==> src/common/io_decode_pkg.sv <==
package io_decode_pkg;

   // ****************************************************************
   // Configuration offsets and fields
   // ****************************************************************
   localparam logic [7:0] OFF_IO_BASE_LOW = 8'h1c;
   localparam logic [7:0] OFF_IO_LIMIT_LOW = 8'h1d;
   localparam logic [7:0] OFF_IO_BASE_HIGH = 8'h30;
   localparam logic [7:0] OFF_IO_LIMIT_HIGH = 8'h32;
   localparam logic [3:0] IO_LOW_NIBBLE = 4'h1;
   localparam logic [11:0] BASE_FILL = 12'h000;
   localparam logic [11:0] LIMIT_FILL = 12'hfff;
   localparam logic [3:0] RST_BASE_NIB = 4'h0;
   localparam logic [3:0] RST_LIMIT_NIB = 4'h0;
   localparam logic [15:0] RST_HIGH = 16'h0000;
   localparam logic [15:0] ISA_HIGH_ZERO = 16'h0000;
   localparam logic [1:0] ISA_LOW_QUARTER = 2'h0;

   // ****************************************************************
   // Carriers
   // ****************************************************************
   typedef struct packed {
      logic wr;
      logic rd;
      logic [7:0] addr;
      logic [1:0] size16;
      logic [15:0] wdata;
   } cfg_req_t;

   typedef struct packed {
      logic [3:0] base_nib;
      logic [3:0] limit_nib;
      logic [15:0] base_high;
      logic [15:0] limit_high;
      logic [15:0] rdata;
      logic rvalid;
   } state_t;

endpackage

==> src/verilog/io_address_decoder.sv <==
`timescale 1ns/1ps

// Behaviour
// - Window hits go down, outside misses go up.
// - Addresses pass untranslated; no decode gaps.
// - Clear I/O enable ignores primary I/O.
// - Clear master enable ignores secondary transactions.
// - Inside base..limit down, outside goes up.
// - Base above limit: nothing down, all up.
// - Window 4 KB aligned, up to 4 GB.
// - Base low byte: bits 15:12, nibble 1h.
// - Base high register gives address bits 31:16.
// - Reset clears whole 32-bit base.
// - Limit low byte: bits 15:12, fill FFFh.
// - Limit high register gives address bits 31:16.
// - Reset limit is 0000_0FFFh.
// - ISA bit acts only inside window below 64 KB.
// - ISA: only low 256 of each 1 KB forwarded.
// - Above 64 KB decode from window alone.
// - ISA upper 768 bytes forwarded up if mastering.
// - Otherwise up only when outside window.
module io_address_decoder (
   // Clock and reset
   input wire logic mclk_i,
   input wire logic rstn_i,
   // Configuration access
   input wire io_decode_pkg::cfg_req_t cfg_i,
   output logic [15:0] cfg_rdata_o,
   output logic cfg_rvalid_o,
   // Command and bridge control bits
   input wire logic io_enable_i,
   input wire logic master_enable_i,
   input wire logic isa_enable_i,
   // Primary bus I/O address phase
   input wire logic pri_io_valid_i,
   input wire logic [31:0] pri_io_addr_i,
   output logic pri_fwd_down_o,
   // Secondary bus address phase
   input wire logic sec_valid_i,
   input wire logic sec_is_io_i,
   input wire logic [31:0] sec_addr_i,
   output logic sec_fwd_up_o,
   // Effective window
   output logic [31:0] io_base_o,
   output logic [31:0] io_limit_o
);
   import io_decode_pkg::*;

   state_t st;
   state_t next_st;
   logic [31:0] base;
   logic [31:0] limit;
   logic pri_in;
   logic sec_in;
   logic pri_isa_hole;
   logic sec_isa_hole;

   // ****************************************************************
   // Window and decode
   // ****************************************************************
   // Low bits are implied so the window is always 4 KB aligned.
   assign base = {st.base_high, st.base_nib, BASE_FILL};
   assign limit = {st.limit_high, st.limit_nib, LIMIT_FILL};

   // An inverted window means the two compares can never both pass.
   assign pri_in = (pri_io_addr_i >= base) && (pri_io_addr_i <= limit);
   assign sec_in = (sec_addr_i >= base) && (sec_addr_i <= limit);

   // The hole is decoded below 64 KB only; the window check is applied at the claim.
   assign pri_isa_hole = isa_enable_i
      && (pri_io_addr_i[31:16] == ISA_HIGH_ZERO)
      && (pri_io_addr_i[9:8] != ISA_LOW_QUARTER);
   assign sec_isa_hole = isa_enable_i
      && (sec_addr_i[31:16] == ISA_HIGH_ZERO)
      && (sec_addr_i[9:8] != ISA_LOW_QUARTER);

   // Downstream claim needs the I/O enable and a window hit.
   assign pri_fwd_down_o = pri_io_valid_i && io_enable_i
      && pri_in && !pri_isa_hole;

   // Upstream is the exact complement of the downstream claim, so the
   // flat address space has no gaps. Memory windows live elsewhere,
   // so non-I/O cycles are only gated by the master enable here.
   assign sec_fwd_up_o = sec_valid_i && master_enable_i
      && (!sec_is_io_i || !sec_in || sec_isa_hole);

   assign io_base_o = base;
   assign io_limit_o = limit;
   assign cfg_rdata_o = st.rdata;
   assign cfg_rvalid_o = st.rvalid;

   // ****************************************************************
   // Configuration registers
   // ****************************************************************
   always_comb begin
      next_st = st;
      next_st.rvalid = cfg_i.rd;
      next_st.rdata = 16'h0000;
      if (cfg_i.wr) begin
         unique case (cfg_i.addr)
            OFF_IO_BASE_LOW: begin
               next_st.base_nib = cfg_i.wdata[7:4];
               if (cfg_i.size16[1]) begin
                  next_st.limit_nib = cfg_i.wdata[15:12];
               end
            end
            OFF_IO_LIMIT_LOW: begin
               next_st.limit_nib = cfg_i.wdata[7:4];
            end
            OFF_IO_BASE_HIGH: begin
               next_st.base_high = cfg_i.wdata;
            end
            OFF_IO_LIMIT_HIGH: begin
               next_st.limit_high = cfg_i.wdata;
            end
            default: begin
               next_st.base_nib = st.base_nib;
            end
         endcase
      end
      if (cfg_i.rd) begin
         unique case (cfg_i.addr)
            OFF_IO_BASE_LOW: begin
               next_st.rdata = {st.limit_nib, IO_LOW_NIBBLE,
                                st.base_nib, IO_LOW_NIBBLE};
            end
            OFF_IO_LIMIT_LOW: begin
               next_st.rdata = {8'h00, st.limit_nib, IO_LOW_NIBBLE};
            end
            OFF_IO_BASE_HIGH: begin
               next_st.rdata = st.base_high;
            end
            OFF_IO_LIMIT_HIGH: begin
               next_st.rdata = st.limit_high;
            end
            default: begin
               next_st.rdata = 16'h0000;
            end
         endcase
      end
   end

   always_ff @(posedge mclk_i) begin
      if (!rstn_i) begin
         st.base_nib <= RST_BASE_NIB;
         st.base_high <= RST_HIGH;
         st.limit_nib <= RST_LIMIT_NIB;
         st.limit_high <= RST_HIGH;
         st.rdata <= 16'h0000;
         st.rvalid <= 1'b0;
      end else begin
         st <= next_st;
      end
   end

endmodule // io_address_decoder

==> config.mk <==
export PLATFORM = sky130hd
export DESIGN_NAME = io_address_decoder
export DESIGN_NICKNAME = d
export VERILOG_FILES = /design/src/common/io_decode_pkg.sv /design/src/verilog/io_address_decoder.sv
export SDC_FILE = /design/constraint.sdc
export NUM_CORES = 1
export LEC_CHECK = 0
export ABC_CLOCK_PERIOD_IN_PS = 4600
export BUFFER_PORTS_ARGS = -buffer_cell sky130_fd_sc_hd__buf_4
export CAP_MARGIN = 10
export CORE_MARGIN = 8
export CORE_UTILIZATION = 53
export CTS_CLUSTER_SIZE = 24
export DETAILED_ROUTE_END_ITERATION = 16
export GPL_TIMING_DRIVEN = 0
export PLACE_DENSITY = 0.87
export SKIP_CTS_REPAIR_TIMING = 1
export SLEW_MARGIN = 15
export SYNTH_ARGS = -nofsm -noshare
export SYNTH_HDL_FRONTEND = slang
export SYNTH_SLANG_ARGS = --single-unit
==> constraint.sdc <==
create_clock -name mclk_i -period 4.6 [get_ports mclk_i]
set_input_delay 0.69 -clock mclk_i [delete_from_list [all_inputs] [get_ports mclk_i]]
set_output_delay 0.69 -clock mclk_i [all_outputs]
set_load 0.03 [all_outputs]
==> results of run 1 <==
[cell type report]
cell class / instances / share of cell area (%)
buffer: 45 / 5.80
clock buffer: 10 / 2.28
clock inverter: 6 / 0.725
inverter: 42 / 2.61
multi-input combinational: 434 / 48.0
sequential: 57 / 18.9
tap: 105 / 2.17
timing repair buffer: 157 / 19.5
[path summary, 6_finish.rpt]
path | slack [ns] | endpoint | from
hold / removal | 0.49 | cfg_rdata_o[5]$_SDFF_PN0_ | io_base_o[21]$_SDFFE_PN0P_
setup reg to reg | 3.58 | cfg_rdata_o[6]$_SDFF_PN0_ | io_limit_o[14]$_SDFFE_PN0P_
setup / recovery | 1.33 | sec_fwd_up_o | io_base_o[13]$_SDFFE_PN0P_
hold reg to reg | 0.49 | cfg_rdata_o[5]$_SDFF_PN0_ | io_base_o[21]$_SDFFE_PN0P_
[state kept, by name, indices dropped and copies added (netlist names)]
| register | flops |
|---|---|
| io_base_o | 20 |
| io_limit_o | 20 |
| cfg_rdata_o | 16 |
| cfg_rvalid_o | 1 |
[cells in the mapped netlist (4+ instances only)]
master / count / share of area, %
inv_1: 42 / 3.5
buf_4: 24 / 4.0
nor3_1: 6 / 0.67
nand4_1: 22 / 3.1
a221oi_1: 4 / 0.78
o21ai_0: 13 / 1.5
buf_6: 7 / 1.8
nor2_1: 27 / 2.3
ha_1: 80 / 22
a22oi_1: 6 / 1.0
buf_2: 4 / 0.45
a222oi_1: 8 / 1.8
nand3_1: 49 / 5.5
nor4_1: 13 / 1.8
dfxtp_1: 57 / 26
a21oi_1: 70 / 7.8
a21o_1: 6 / 1.0
a311oi_1: 5 / 0.98
clkbuf_1: 7 / 0.59
nand2_1: 66 / 5.5
[layer usage]
layer	wire length [um]	GRT usage, %	up-vias
met4	471	12.1	0
met5	0	0	-
met1	6090	30.0	2302
met3	1540	6.77	41
li1	-	-	2376
met2	8130	48.7	259
[power by group through the flow]
stage | sequential (uW) | combinational, uW | clock [uW]
floorplan | 508 | 130 | 0
global placement | 506 | 241 | 0
detailed placement | 506 | 252 | 0
CTS | 495 | 253 | 425
global route | 495 | 282 | 449
finish | 495 | 258 | 421
[critical path, stage by stage (launching register included)]
cell	delay, ns
dfxtp_1	0.41
inv_1	0.11
ha_1	0.30
and4b_1	0.20
a41oi_1	0.16
o21ai_0	0.16
a221oi_1	0.47
nor4_1	0.10
o22ai_1	0.15
buf_4	0.19
[through the flow]
step / total power [uW] / hold WS (ns) / util [%] / area [um2] / setup slack [ns]
floorplan: 638 / 0.600 / - / 4550 / 1.58
global placement: 748 / 0.480 / 71.7 / 5860 / 1.38
detailed placement: 759 / 0.485 / 71.7 / 5860 / 1.40
CTS: 1170 / 0.490 / 73.9 / 6040 / 1.34
global route: 1230 / 0.510 / 73.9 / 6040 / 1.19
finish: 1170 / 0.492 / 73.9 / 6040 / 1.33
[cell families (layout without fill, tap and decap cells)]
logic type / after synthesis / after routing / share of synthesized area, %
simple gates: 203 / 203 / 23.1
other cells: 2 / 24 / 0.168
compound gates: 127 / 127 / 17.5
flops: 57 / 57 / 25.5
fa+ha+maj: 80 / 80 / 22.4
buf+inv: 87 / 260 / 11.4
==> reports/results.tsv, run 1 <==
metric	value	unit
R2R depth	2	
Inserted Clock Buffers	9	
Clock Path Buffers	2	
Layout area overhead	35.2	%
via count	4978	
fmax	0.306	GHz
status	finished clean	
CP endpoint kind	output pin	
final setup fails	0	
port bufs	157	
clk slew on worst S/H paths	0.07	ns
Worst Path Required	3.91	ns
pwr dens	194	nW/um2
most frequent cells in the layout	181 x buf_4, 80 x ha_1, 70 x a21oi_1	
FF+latch area	1140	um2
Combinational Power Share	22.0	%
antenna viol nets, final	0	
die width	108	um
Root Buffer	clkbuf_8	
WL final	16200	um
Worst Path Arrival	2.58	ns
asr flop ratio synth	0	%
row cnt	33	
NumNets Final	926	
I/O Pins	183	
total grt overflow	0	
n_diodes	0	
initial drt markers	313	
clock power share	35.9	%
Tcrit/Tclk final	71.1	%
Worst Hold Class	reg2reg	
Cell variety after synth	46	
area of the mapped netlist	4470	um2
Synth warnings	0	
first-pass GRT wire length	25400	um
layout cell share with drive strength beyond 1	28.8	%
post-DP HPWL	13700	um
drt wl/cell	19.0	um
Avg Synthesized Cell Area	8.03	um2
initial core utilization	54.6	%
prevailing post-synth register cell	dfxtp_1	
area of the die	11600	um2
Switch Pwr	350	uW
CP Launch Type	flip-flop	
Multi-input gate area	2900	um2
CTS H-tree depth	3	
antenna violations before repair	0	
cell-internal power	825	uW
clock sinks	57	
maximum VDD drop	0.199	mV
final max-slew violation count	0	
Core Area	8180	um2
RSZ-0062 raised after global routing	false	
Least-Margin Pin Slew	0.637	ns
number of failing hold endpoints at the final stage	0	
Crit Path Max Fanout	4	
fin crit period	3.27	ns
Leakage Power	0.00255	uW
vias per inst	5.82	
commonest non-fill, non-tap cell in the layout	buf_4	
Slew HR	57.2	%
fin cells	856	
clk_lat worst skew	0.34	ns
drt first pass iters	5	
Setup Skew	0.00829	ns
Gate Count Post-Synth	556	
CTS tree	done	
setup TNS	0	ns
register area share after synthesis	25.5	%
# fillers	653	
Max Cap Viol	0	
vias in the first global route	5153	
synthesized flop and latch total	57	
number of flops mapped to enable cells by yosys	0	
RD Place Congestion	0.893	
pin count of the biggest net entering global routing	12	
power share of the sequential group	42.2	%
Die Ht	108	um
critical setup path kind	reg2out	
Global Route Usage Sum	27.4	%
hold path cells	2	
Sw Ratio	29.8	%
Inst Count DP	840	
drt drc	0	
No activity file was read; power rests on OpenSTA's default activity.
==> inputs of run 2 (changes only) <==
ABC_AREA = 1   (was not set)
ABC_CLOCK_PERIOD_IN_PS = 2700   (was 4600)
CORE_UTILIZATION = 45   (was 53)
PLACE_DENSITY = 0.77   (was 0.87)
clock period = 2.7 ns   (was 4.6 ns; I/O delays follow)
==> run 2 against run 1 <==
Effect of this change: register-to-register slack worse by 1.9 ns; largest cell class unchanged; count of clock-buffer cells in the layout rose by 1; largest power group is now clock; critical path depth increased by 2; sequential share of layout area down 1.1 points; clock skew is 0.0042 ns lower; cell area is 6.3% higher; clock power rose by 120%.
==> reports/results.tsv, run 2 <==
metric	value	unit	change
die width	119	um	was 108 um
pin count of the biggest net entering global routing	11		was 12
port bufs	157		unchanged
Synth warnings	0		unchanged
Post-Synth XOR/XNOR Area	0	%	unchanged
initial core utilization	46.3	%	was 54.6%
antenna violations before repair	0		unchanged
top cells by count, synth	116 x nand2_1, 101 x inv_1, 80 x ha_1, 72 x nor2_1, 59 x a21oi_1		was 80 x ha_1, 70 x a21oi_1, 66 x nand2_1, 57 x dfxtp_1, 49 x nand3_1
drt drc	0		unchanged
Root Buffer	clkbuf_8		unchanged
top cells by area, synth	dfxtp_1 24%, ha_1 21%, nand2_1 9.1%, inv_1 8.0%, a21oi_1 6.2%		was dfxtp_1 26%, ha_1 22%, a21oi_1 7.8%, nand2_1 5.5%, nand3_1 5.5%
Total Power	2220	uW	was 1170 uW
final setup fails	0		unchanged
final core utilization	62.5	%	was 73.9%
Max Cap Viol	0		unchanged
Setup Skew	0.00406	ns	was 0.00829 ns
Compound-Gate Fraction of Synth Area	17.2	%	was 17.5%
Leakage Power	0.00314	uW	was 0.00255 uW
fin crit period	2.53	ns	
Worst Path Arrival	2.12	ns	was 2.58 ns
clk_lat worst skew	0.33	ns	was 0.34 ns
crit-path leading delay family	simple AND/OR/NAND/NOR gates		was compound AO/OA/AOI/OAI gates
area of the mapped netlist	4760	um2	was 4470 um2
status	finished clean		unchanged
clock sinks	57		unchanged
fmax	0.396	GHz	
NumNets Final	1049		was 926
first-pass GRT wire length	25600	um	was 25400 um
vias in the first global route	4961		was 5153
CP Launch Type	flip-flop		unchanged
I/O Pins	183		unchanged
Worst Path Required	2.30	ns	was 3.91 ns
final max-slew violation count	0		unchanged
initial drt markers	360		was 313
PnR worst setup slack	0.172	ns	was 1.33 ns
CP endpoint kind	output pin		unchanged
proportion of synthesized area in mux cells	0	%	unchanged
critical path's most frequent cell	nand2_1		
number of failing hold endpoints at the final stage	0		unchanged
Synth area leader	dfxtp_1		unchanged
row cnt	37		was 33
area share of and/or/nand/nor cells after synthesis	23.7	%	was 23.1%
area share of the largest cell type after synthesis	24.0	%	was 25.5%
CTS tree	done		unchanged
Clock Path Buffers	2		unchanged
Least-Margin Pin Slew	0.515	ns	was 0.637 ns
n_diodes	0		unchanged
most frequent cell after synthesis	nand2_1		was ha_1
drt first pass iters	5		unchanged
asr flop ratio synth	0	%	unchanged
maximum VDD drop	0.369	mV	was 0.199 mV
worst path bufs/invs	3		was 2
prevailing post-synth register cell	dfxtp_1		unchanged
Die Ht	119	um	was 108 um
critical setup path kind	reg2out		unchanged
drt wl/cell	15.9	um	was 19.0 um
Tcrit/Tclk final	93.6	%	
largest family of logic cells by synthesized area	simple AND/OR/NAND/NOR gates		unchanged
Gate Count Post-Synth	679		was 556
total grt overflow	0		unchanged
Avg Synthesized Cell Area	7.01	um2	was 8.03 um2
WL final	16100	um	was 16200 um
Layout area overhead	35.0	%	was 35.2%
Core Area	10300	um2	was 8180 um2
Global Route Usage Sum	22.5	%	was 27.4%
Place WS	0.435	ns	was 1.40 ns
clk slew on worst S/H paths	0.07	ns	about the same
setup TNS	0	ns	unchanged
RD Place Congestion	0.944		was 0.893
commonest non-fill, non-tap cell in the layout	buf_4		unchanged
area of the die	14100	um2	was 11600 um2
via count	5046		was 4978
Cell variety after synth	38		was 46
Crit-path slowest cell	dfxtp_1		was a221oi_1
register area share after synthesis	24.0	%	was 25.5%
vias per inst	5.00		was 5.82
number of flops mapped to enable cells by yosys	0		unchanged
Worst Hold Class	in2reg		was reg2reg
Synth Area in Adders	21.0	%	was 22.4%
Slew HR	65.7	%	was 57.2%
CTS H-tree depth	3		unchanged
Crit Path Max Fanout	4		unchanged
most frequent cells in the layout	182 x buf_4, 116 x nand2_1, 101 x inv_1		was 181 x buf_4, 80 x ha_1, 70 x a21oi_1
antenna viol nets, final	0		unchanged
synthesized flop and latch total	57		unchanged
max incr delay on CP	0.36	ns	was 0.47 ns
layout cell share with drive strength beyond 1	27.0	%	was 28.8%
post-DP HPWL	13700	um	about the same
worst-path cell chain	inv_1 > ha_1 > nand2_1 > inv_1 > nand4_1 > nor2_1 > nand4_1 > nand2_1 > nand2_1 > nor2_1 > buf_4		was inv_1 > ha_1 > and4b_1 > a41oi_1 > o21ai_0 > a221oi_1 > nor4_1 > o22ai_1 > buf_4
Inserted Clock Buffers	9		unchanged
RSZ-0062 raised after global routing	false		unchanged
pwr dens	346	nW/um2	was 194 nW/um2
==> run 2: path summary, 6_finish.rpt <==
kind,startpoint,endpoint,cells past startpoint,slack [ns]
setup / recovery,io_limit_o[30]$_SDFFE_PN0P_,pri_fwd_down_o,11,0.17
hold / removal,cfg_i[1],io_base_o[17]$_SDFFE_PN0P_,3,0.30
setup reg to reg,io_limit_o[30]$_SDFFE_PN0P_,cfg_rdata_o[14]$_SDFF_PN0_,4,1.64
hold reg to reg,io_base_o[29]$_SDFFE_PN0P_,io_base_o[29]$_SDFFE_PN0P_,2,0.53
==> run 2: power by group <==
group          switching [uW]  leakage, uW  internal [uW]
combinational             248      0.00257            214
clock                     351     0.000115            566
sequential               1.39     0.000460            843
total                     601      0.00314           1620
==> run 2: cells by family (layout without fill, tap and decap cells) <==
group | Yosys count | in the layout
buf+inv | 141 | 314
fa+ha+maj | 80 | 80
simple gates | 254 | 254
flops | 57 | 57
compound gates | 145 | 145
other cells | 2 | 24
==> run 2: worst min-delay path: stages <==
cell and delay [ns]:
buf_4 0.08, nor3_1 0.04, nor2_1 0.08
==> run 2: layer usage <==
metal / part of all wire, % / wire, um / track usage [%] / vias to the layer above
met1: 42 / 6800 / 27.1 / 2226
met2: 47 / 7510 / 37.8 / 203
met5: 0 / 0 / 0 / -
li1: - / - / - / 2584
met3: 8.4 / 1350 / 6.80 / 33
met4: 2.7 / 438 / 6.72 / 0
==> run 2: cell type report <==
class	count	area [um2]
Clock inverter	5	77.6
Clock buffer	11	151
Sequential cell	57	1140
Inverter	101	379
Tap cell	136	170
Buffer	40	287
Multi-Input combinational cell	503	3040
Fill cell	1000	3850
Timing Repair Buffer	157	1180
==> run 2: metrics by stage <==
step | instances | cell area, um2 | hold WS (ns)
after floorplan | 701 | 4840 | 0.547
after global placement | 994 | 6190 | 0.508
after detailed placement | 994 | 6190 | 0.508
after CTS | 1010 | 6420 | 0.297
after global routing | 1010 | 6420 | 0.310
final | 1010 | 6420 | 0.304
==> inputs of run 3 (changes only) <==
--- a/config.mk
+++ b/config.mk
@@ -14,4 +14,5 @@
 export CTS_CLUSTER_SIZE = 24
 export DETAILED_ROUTE_END_ITERATION = 16
+export GPL_ROUTABILITY_DRIVEN = 0
 export GPL_TIMING_DRIVEN = 0
 export PLACE_DENSITY = 0.77
==> constraint.sdc (replaced) <==
create_clock -name mclk_i -period 2.7 [get_ports mclk_i]
set_input_delay 0.27 -clock mclk_i [delete_from_list [all_inputs] [get_ports mclk_i]]
set_output_delay 0.27 -clock mclk_i [all_outputs]
set_load 0.03 [all_outputs]
==> run 3 against run 2 <==
Effect of this change: first-iteration DRC count rose by 3.1%; highest routed layer unchanged; via count did not move; fmax up 4.1%; critical path type unchanged; largest power group unchanged; global-route usage unchanged; register-to-register slack about the same; count of clock-buffer cells in the layout unchanged.
==> reports/results.tsv, run 3 (synthesis gave the netlist of run 2 again) <==
metric	value	unit	change
Least-Margin Pin Slew	0.517	ns	was 0.515 ns
Core Area	10300	um2	unchanged
area of the die	14100	um2	unchanged
status	finished clean		unchanged
Worst Path Arrival	2.16	ns	was 2.12 ns
Switch Pwr	603	uW	was 601 uW
drt first pass iters	5		unchanged
CP endpoint kind	output pin		unchanged
Setup Skew	0.00350	ns	was 0.00406 ns
n_diodes	0		unchanged
R2R depth	4		unchanged
drt drc	0		unchanged
clock power share	41.3	%	was 41.2%
most frequent cells in the layout	182 x buf_4, 116 x nand2_1, 101 x inv_1		unchanged
setup TNS	0	ns	unchanged
total grt overflow	0		unchanged
port bufs	157		unchanged
via count	5046		unchanged
Combinational Power Share	20.8	%	about the same
CTS tree	done		unchanged
Max Cap Viol	0		unchanged
die width	119	um	unchanged
number of failing hold endpoints at the final stage	0		unchanged
Slew HR	65.5	%	was 65.7%
final non-filler cell area	6420	um2	about the same
Worst Min Path Start	cfg_i[1]		unchanged
NumNets Final	1049		unchanged
Global Route Usage Sum	22.5	%	unchanged
clk slew on worst S/H paths	0.07	ns	about the same
clk_lat worst skew	0.34	ns	was 0.33 ns
final setup fails	0		unchanged
maximum VDD drop	0.371	mV	was 0.369 mV
power share of the sequential group	37.9	%	was 38.0%
CTS H-tree depth	3		unchanged
antenna viol nets, final	0		unchanged
DP Area	6190	um2	unchanged
I/O Pins	183		unchanged
pin count of the biggest net entering global routing	11		unchanged
clock sinks	57		unchanged
Inserted Clock Buffers	9		unchanged
final max-slew violation count	0		unchanged
internal reg-to-reg setup slack	1.65	ns	was 1.64 ns
cell-internal power	1620	uW	about the same
layout cell share with drive strength beyond 1	26.8	%	was 27.0%
Total Power	2230	uW	was 2220 uW
vias per inst	5.00		unchanged
Sw Ratio	27.1	%	was 27.0%
antenna violations before repair	0		unchanged
Worst Hold Class	in2reg		unchanged
Multi-input gate area	3040	um2	about the same
Clock Path Buffers	2		unchanged
pwr dens	347	nW/um2	was 346 nW/um2
fin crit period	2.43	ns	was 2.53 ns
row cnt	37		unchanged
RSZ-0062 raised after global routing	false		unchanged
CP Launch Type	flip-flop		unchanged
drt wl/cell	16.0	um	was 15.9 um
critical setup path kind	reg2out		unchanged
Root Buffer	clkbuf_8		unchanged
reg2reg start	io_limit_o[30]$_SDFFE_PN0P_		unchanged
Die Ht	119	um	unchanged
final hold slack	0.167	ns	was 0.304 ns
fin cells	1010		unchanged
fmax	0.412	GHz	was 0.396 GHz
Layout area overhead	34.9	%	was 35.0%
Crit Path Max Fanout	4		unchanged
# fillers	1000		unchanged
initial drt markers	371		was 360
WL final	16100	um	about the same
post-DP HPWL	13700	um	unchanged
Worst Path Required	2.43	ns	was 2.30 ns
FF-to-FF End	cfg_rdata_o[14]$_SDFF_PN0_		unchanged
Hold EP	io_base_o[17]$_SDFFE_PN0P_		unchanged
vias in the first global route	4961		unchanged
Leakage Power	0.00314	uW	about the same
Tcrit/Tclk final	89.9	%	was 93.6%
commonest non-fill, non-tap cell in the layout	buf_4		unchanged
initial core utilization	46.3	%	unchanged
FF+latch area	1140	um2	about the same
hold path cells	3		unchanged
Inst Count DP	994		unchanged
first-pass GRT wire length	25600	um	unchanged
-- run 3: cell count changes in the layout (fill, tap and decap cells not counted) --
| cell | delta |
|---|---|
| dfxtp_1 | +1 |
| dfxtp_2 | -1 |
| nor2_1 | +1 |
| nor2_2 | -1 |
-- run 3: routing by layer --
metal  global-route usage (%)  part of all wire (%)  vias to the layer above
met2                     37.8                    47                      186
met4                     6.72                   2.7                        0
li1                         -                     -                     2586
met1                     27.1                    43                     2242
met5                        0                     0                        -
met3                     6.80                   7.8                       32
-- run 3: worst max path at each step --
stage / from / endpoint / slack (ns)
final: io_base_o[31]$_SDFFE_PN0P_ / pri_fwd_down_o / 0.27
after detailed placement: io_limit_o[30]$_SDFFE_PN0P_ / pri_fwd_down_o / 0.67
after global routing: io_limit_o[30]$_SDFFE_PN0P_ / sec_fwd_up_o / 0.11
after global placement: io_limit_o[30]$_SDFFE_PN0P_ / pri_fwd_down_o / 0.70
after CTS: io_limit_o[30]$_SDFFE_PN0P_ / pri_fwd_down_o / 0.30
after floorplan: io_base_o[23]$_SDFFE_PN0P_ / pri_fwd_down_o / 0.52
-- run 3: cell type report --
class	count	area share, %
plain buffers	40	4.46
clock buffers	11	2.36
clock inverters	5	1.21
inverters	101	5.91
multi-input cells	503	47.3
flip-flops and latches	57	17.8
well taps	136	2.65
repair buffers	157	18.4
-- run 3: power by group through the flow --
stage / registers (uW) / logic (uW) / clock network, uW
after floorplan: 868 / 256 / 0
after detailed placement: 863 / 458 / 0
after global placement: 863 / 449 / 0
final: 844 / 463 / 920
after CTS: 844 / 460 / 921
after global routing: 844 / 521 / 969
-- run 3: through the flow --
step           utilization (%)  worst slack [ns]
6_report                  62.5             0.273
5_1_grt                   62.5             0.108
4_1_cts                   62.5             0.299
3_5_place_dp              60.2             0.675
3_3_place_gp              60.2             0.698
2_1_floorplan                -             0.516
-- run 3: worst max-delay path, cell delays in order (launching register included) --
cell and delay (ns):
dfxtp_1 0.48, inv_1 0.10, ha_1 0.30, nand2_1 0.06, nor2_1 0.13, nand2_1 0.11
nor2_1 0.15, nand2_1 0.07, nand3_1 0.09, nor2_1 0.04, nor2_1 0.10, buf_4 0.17
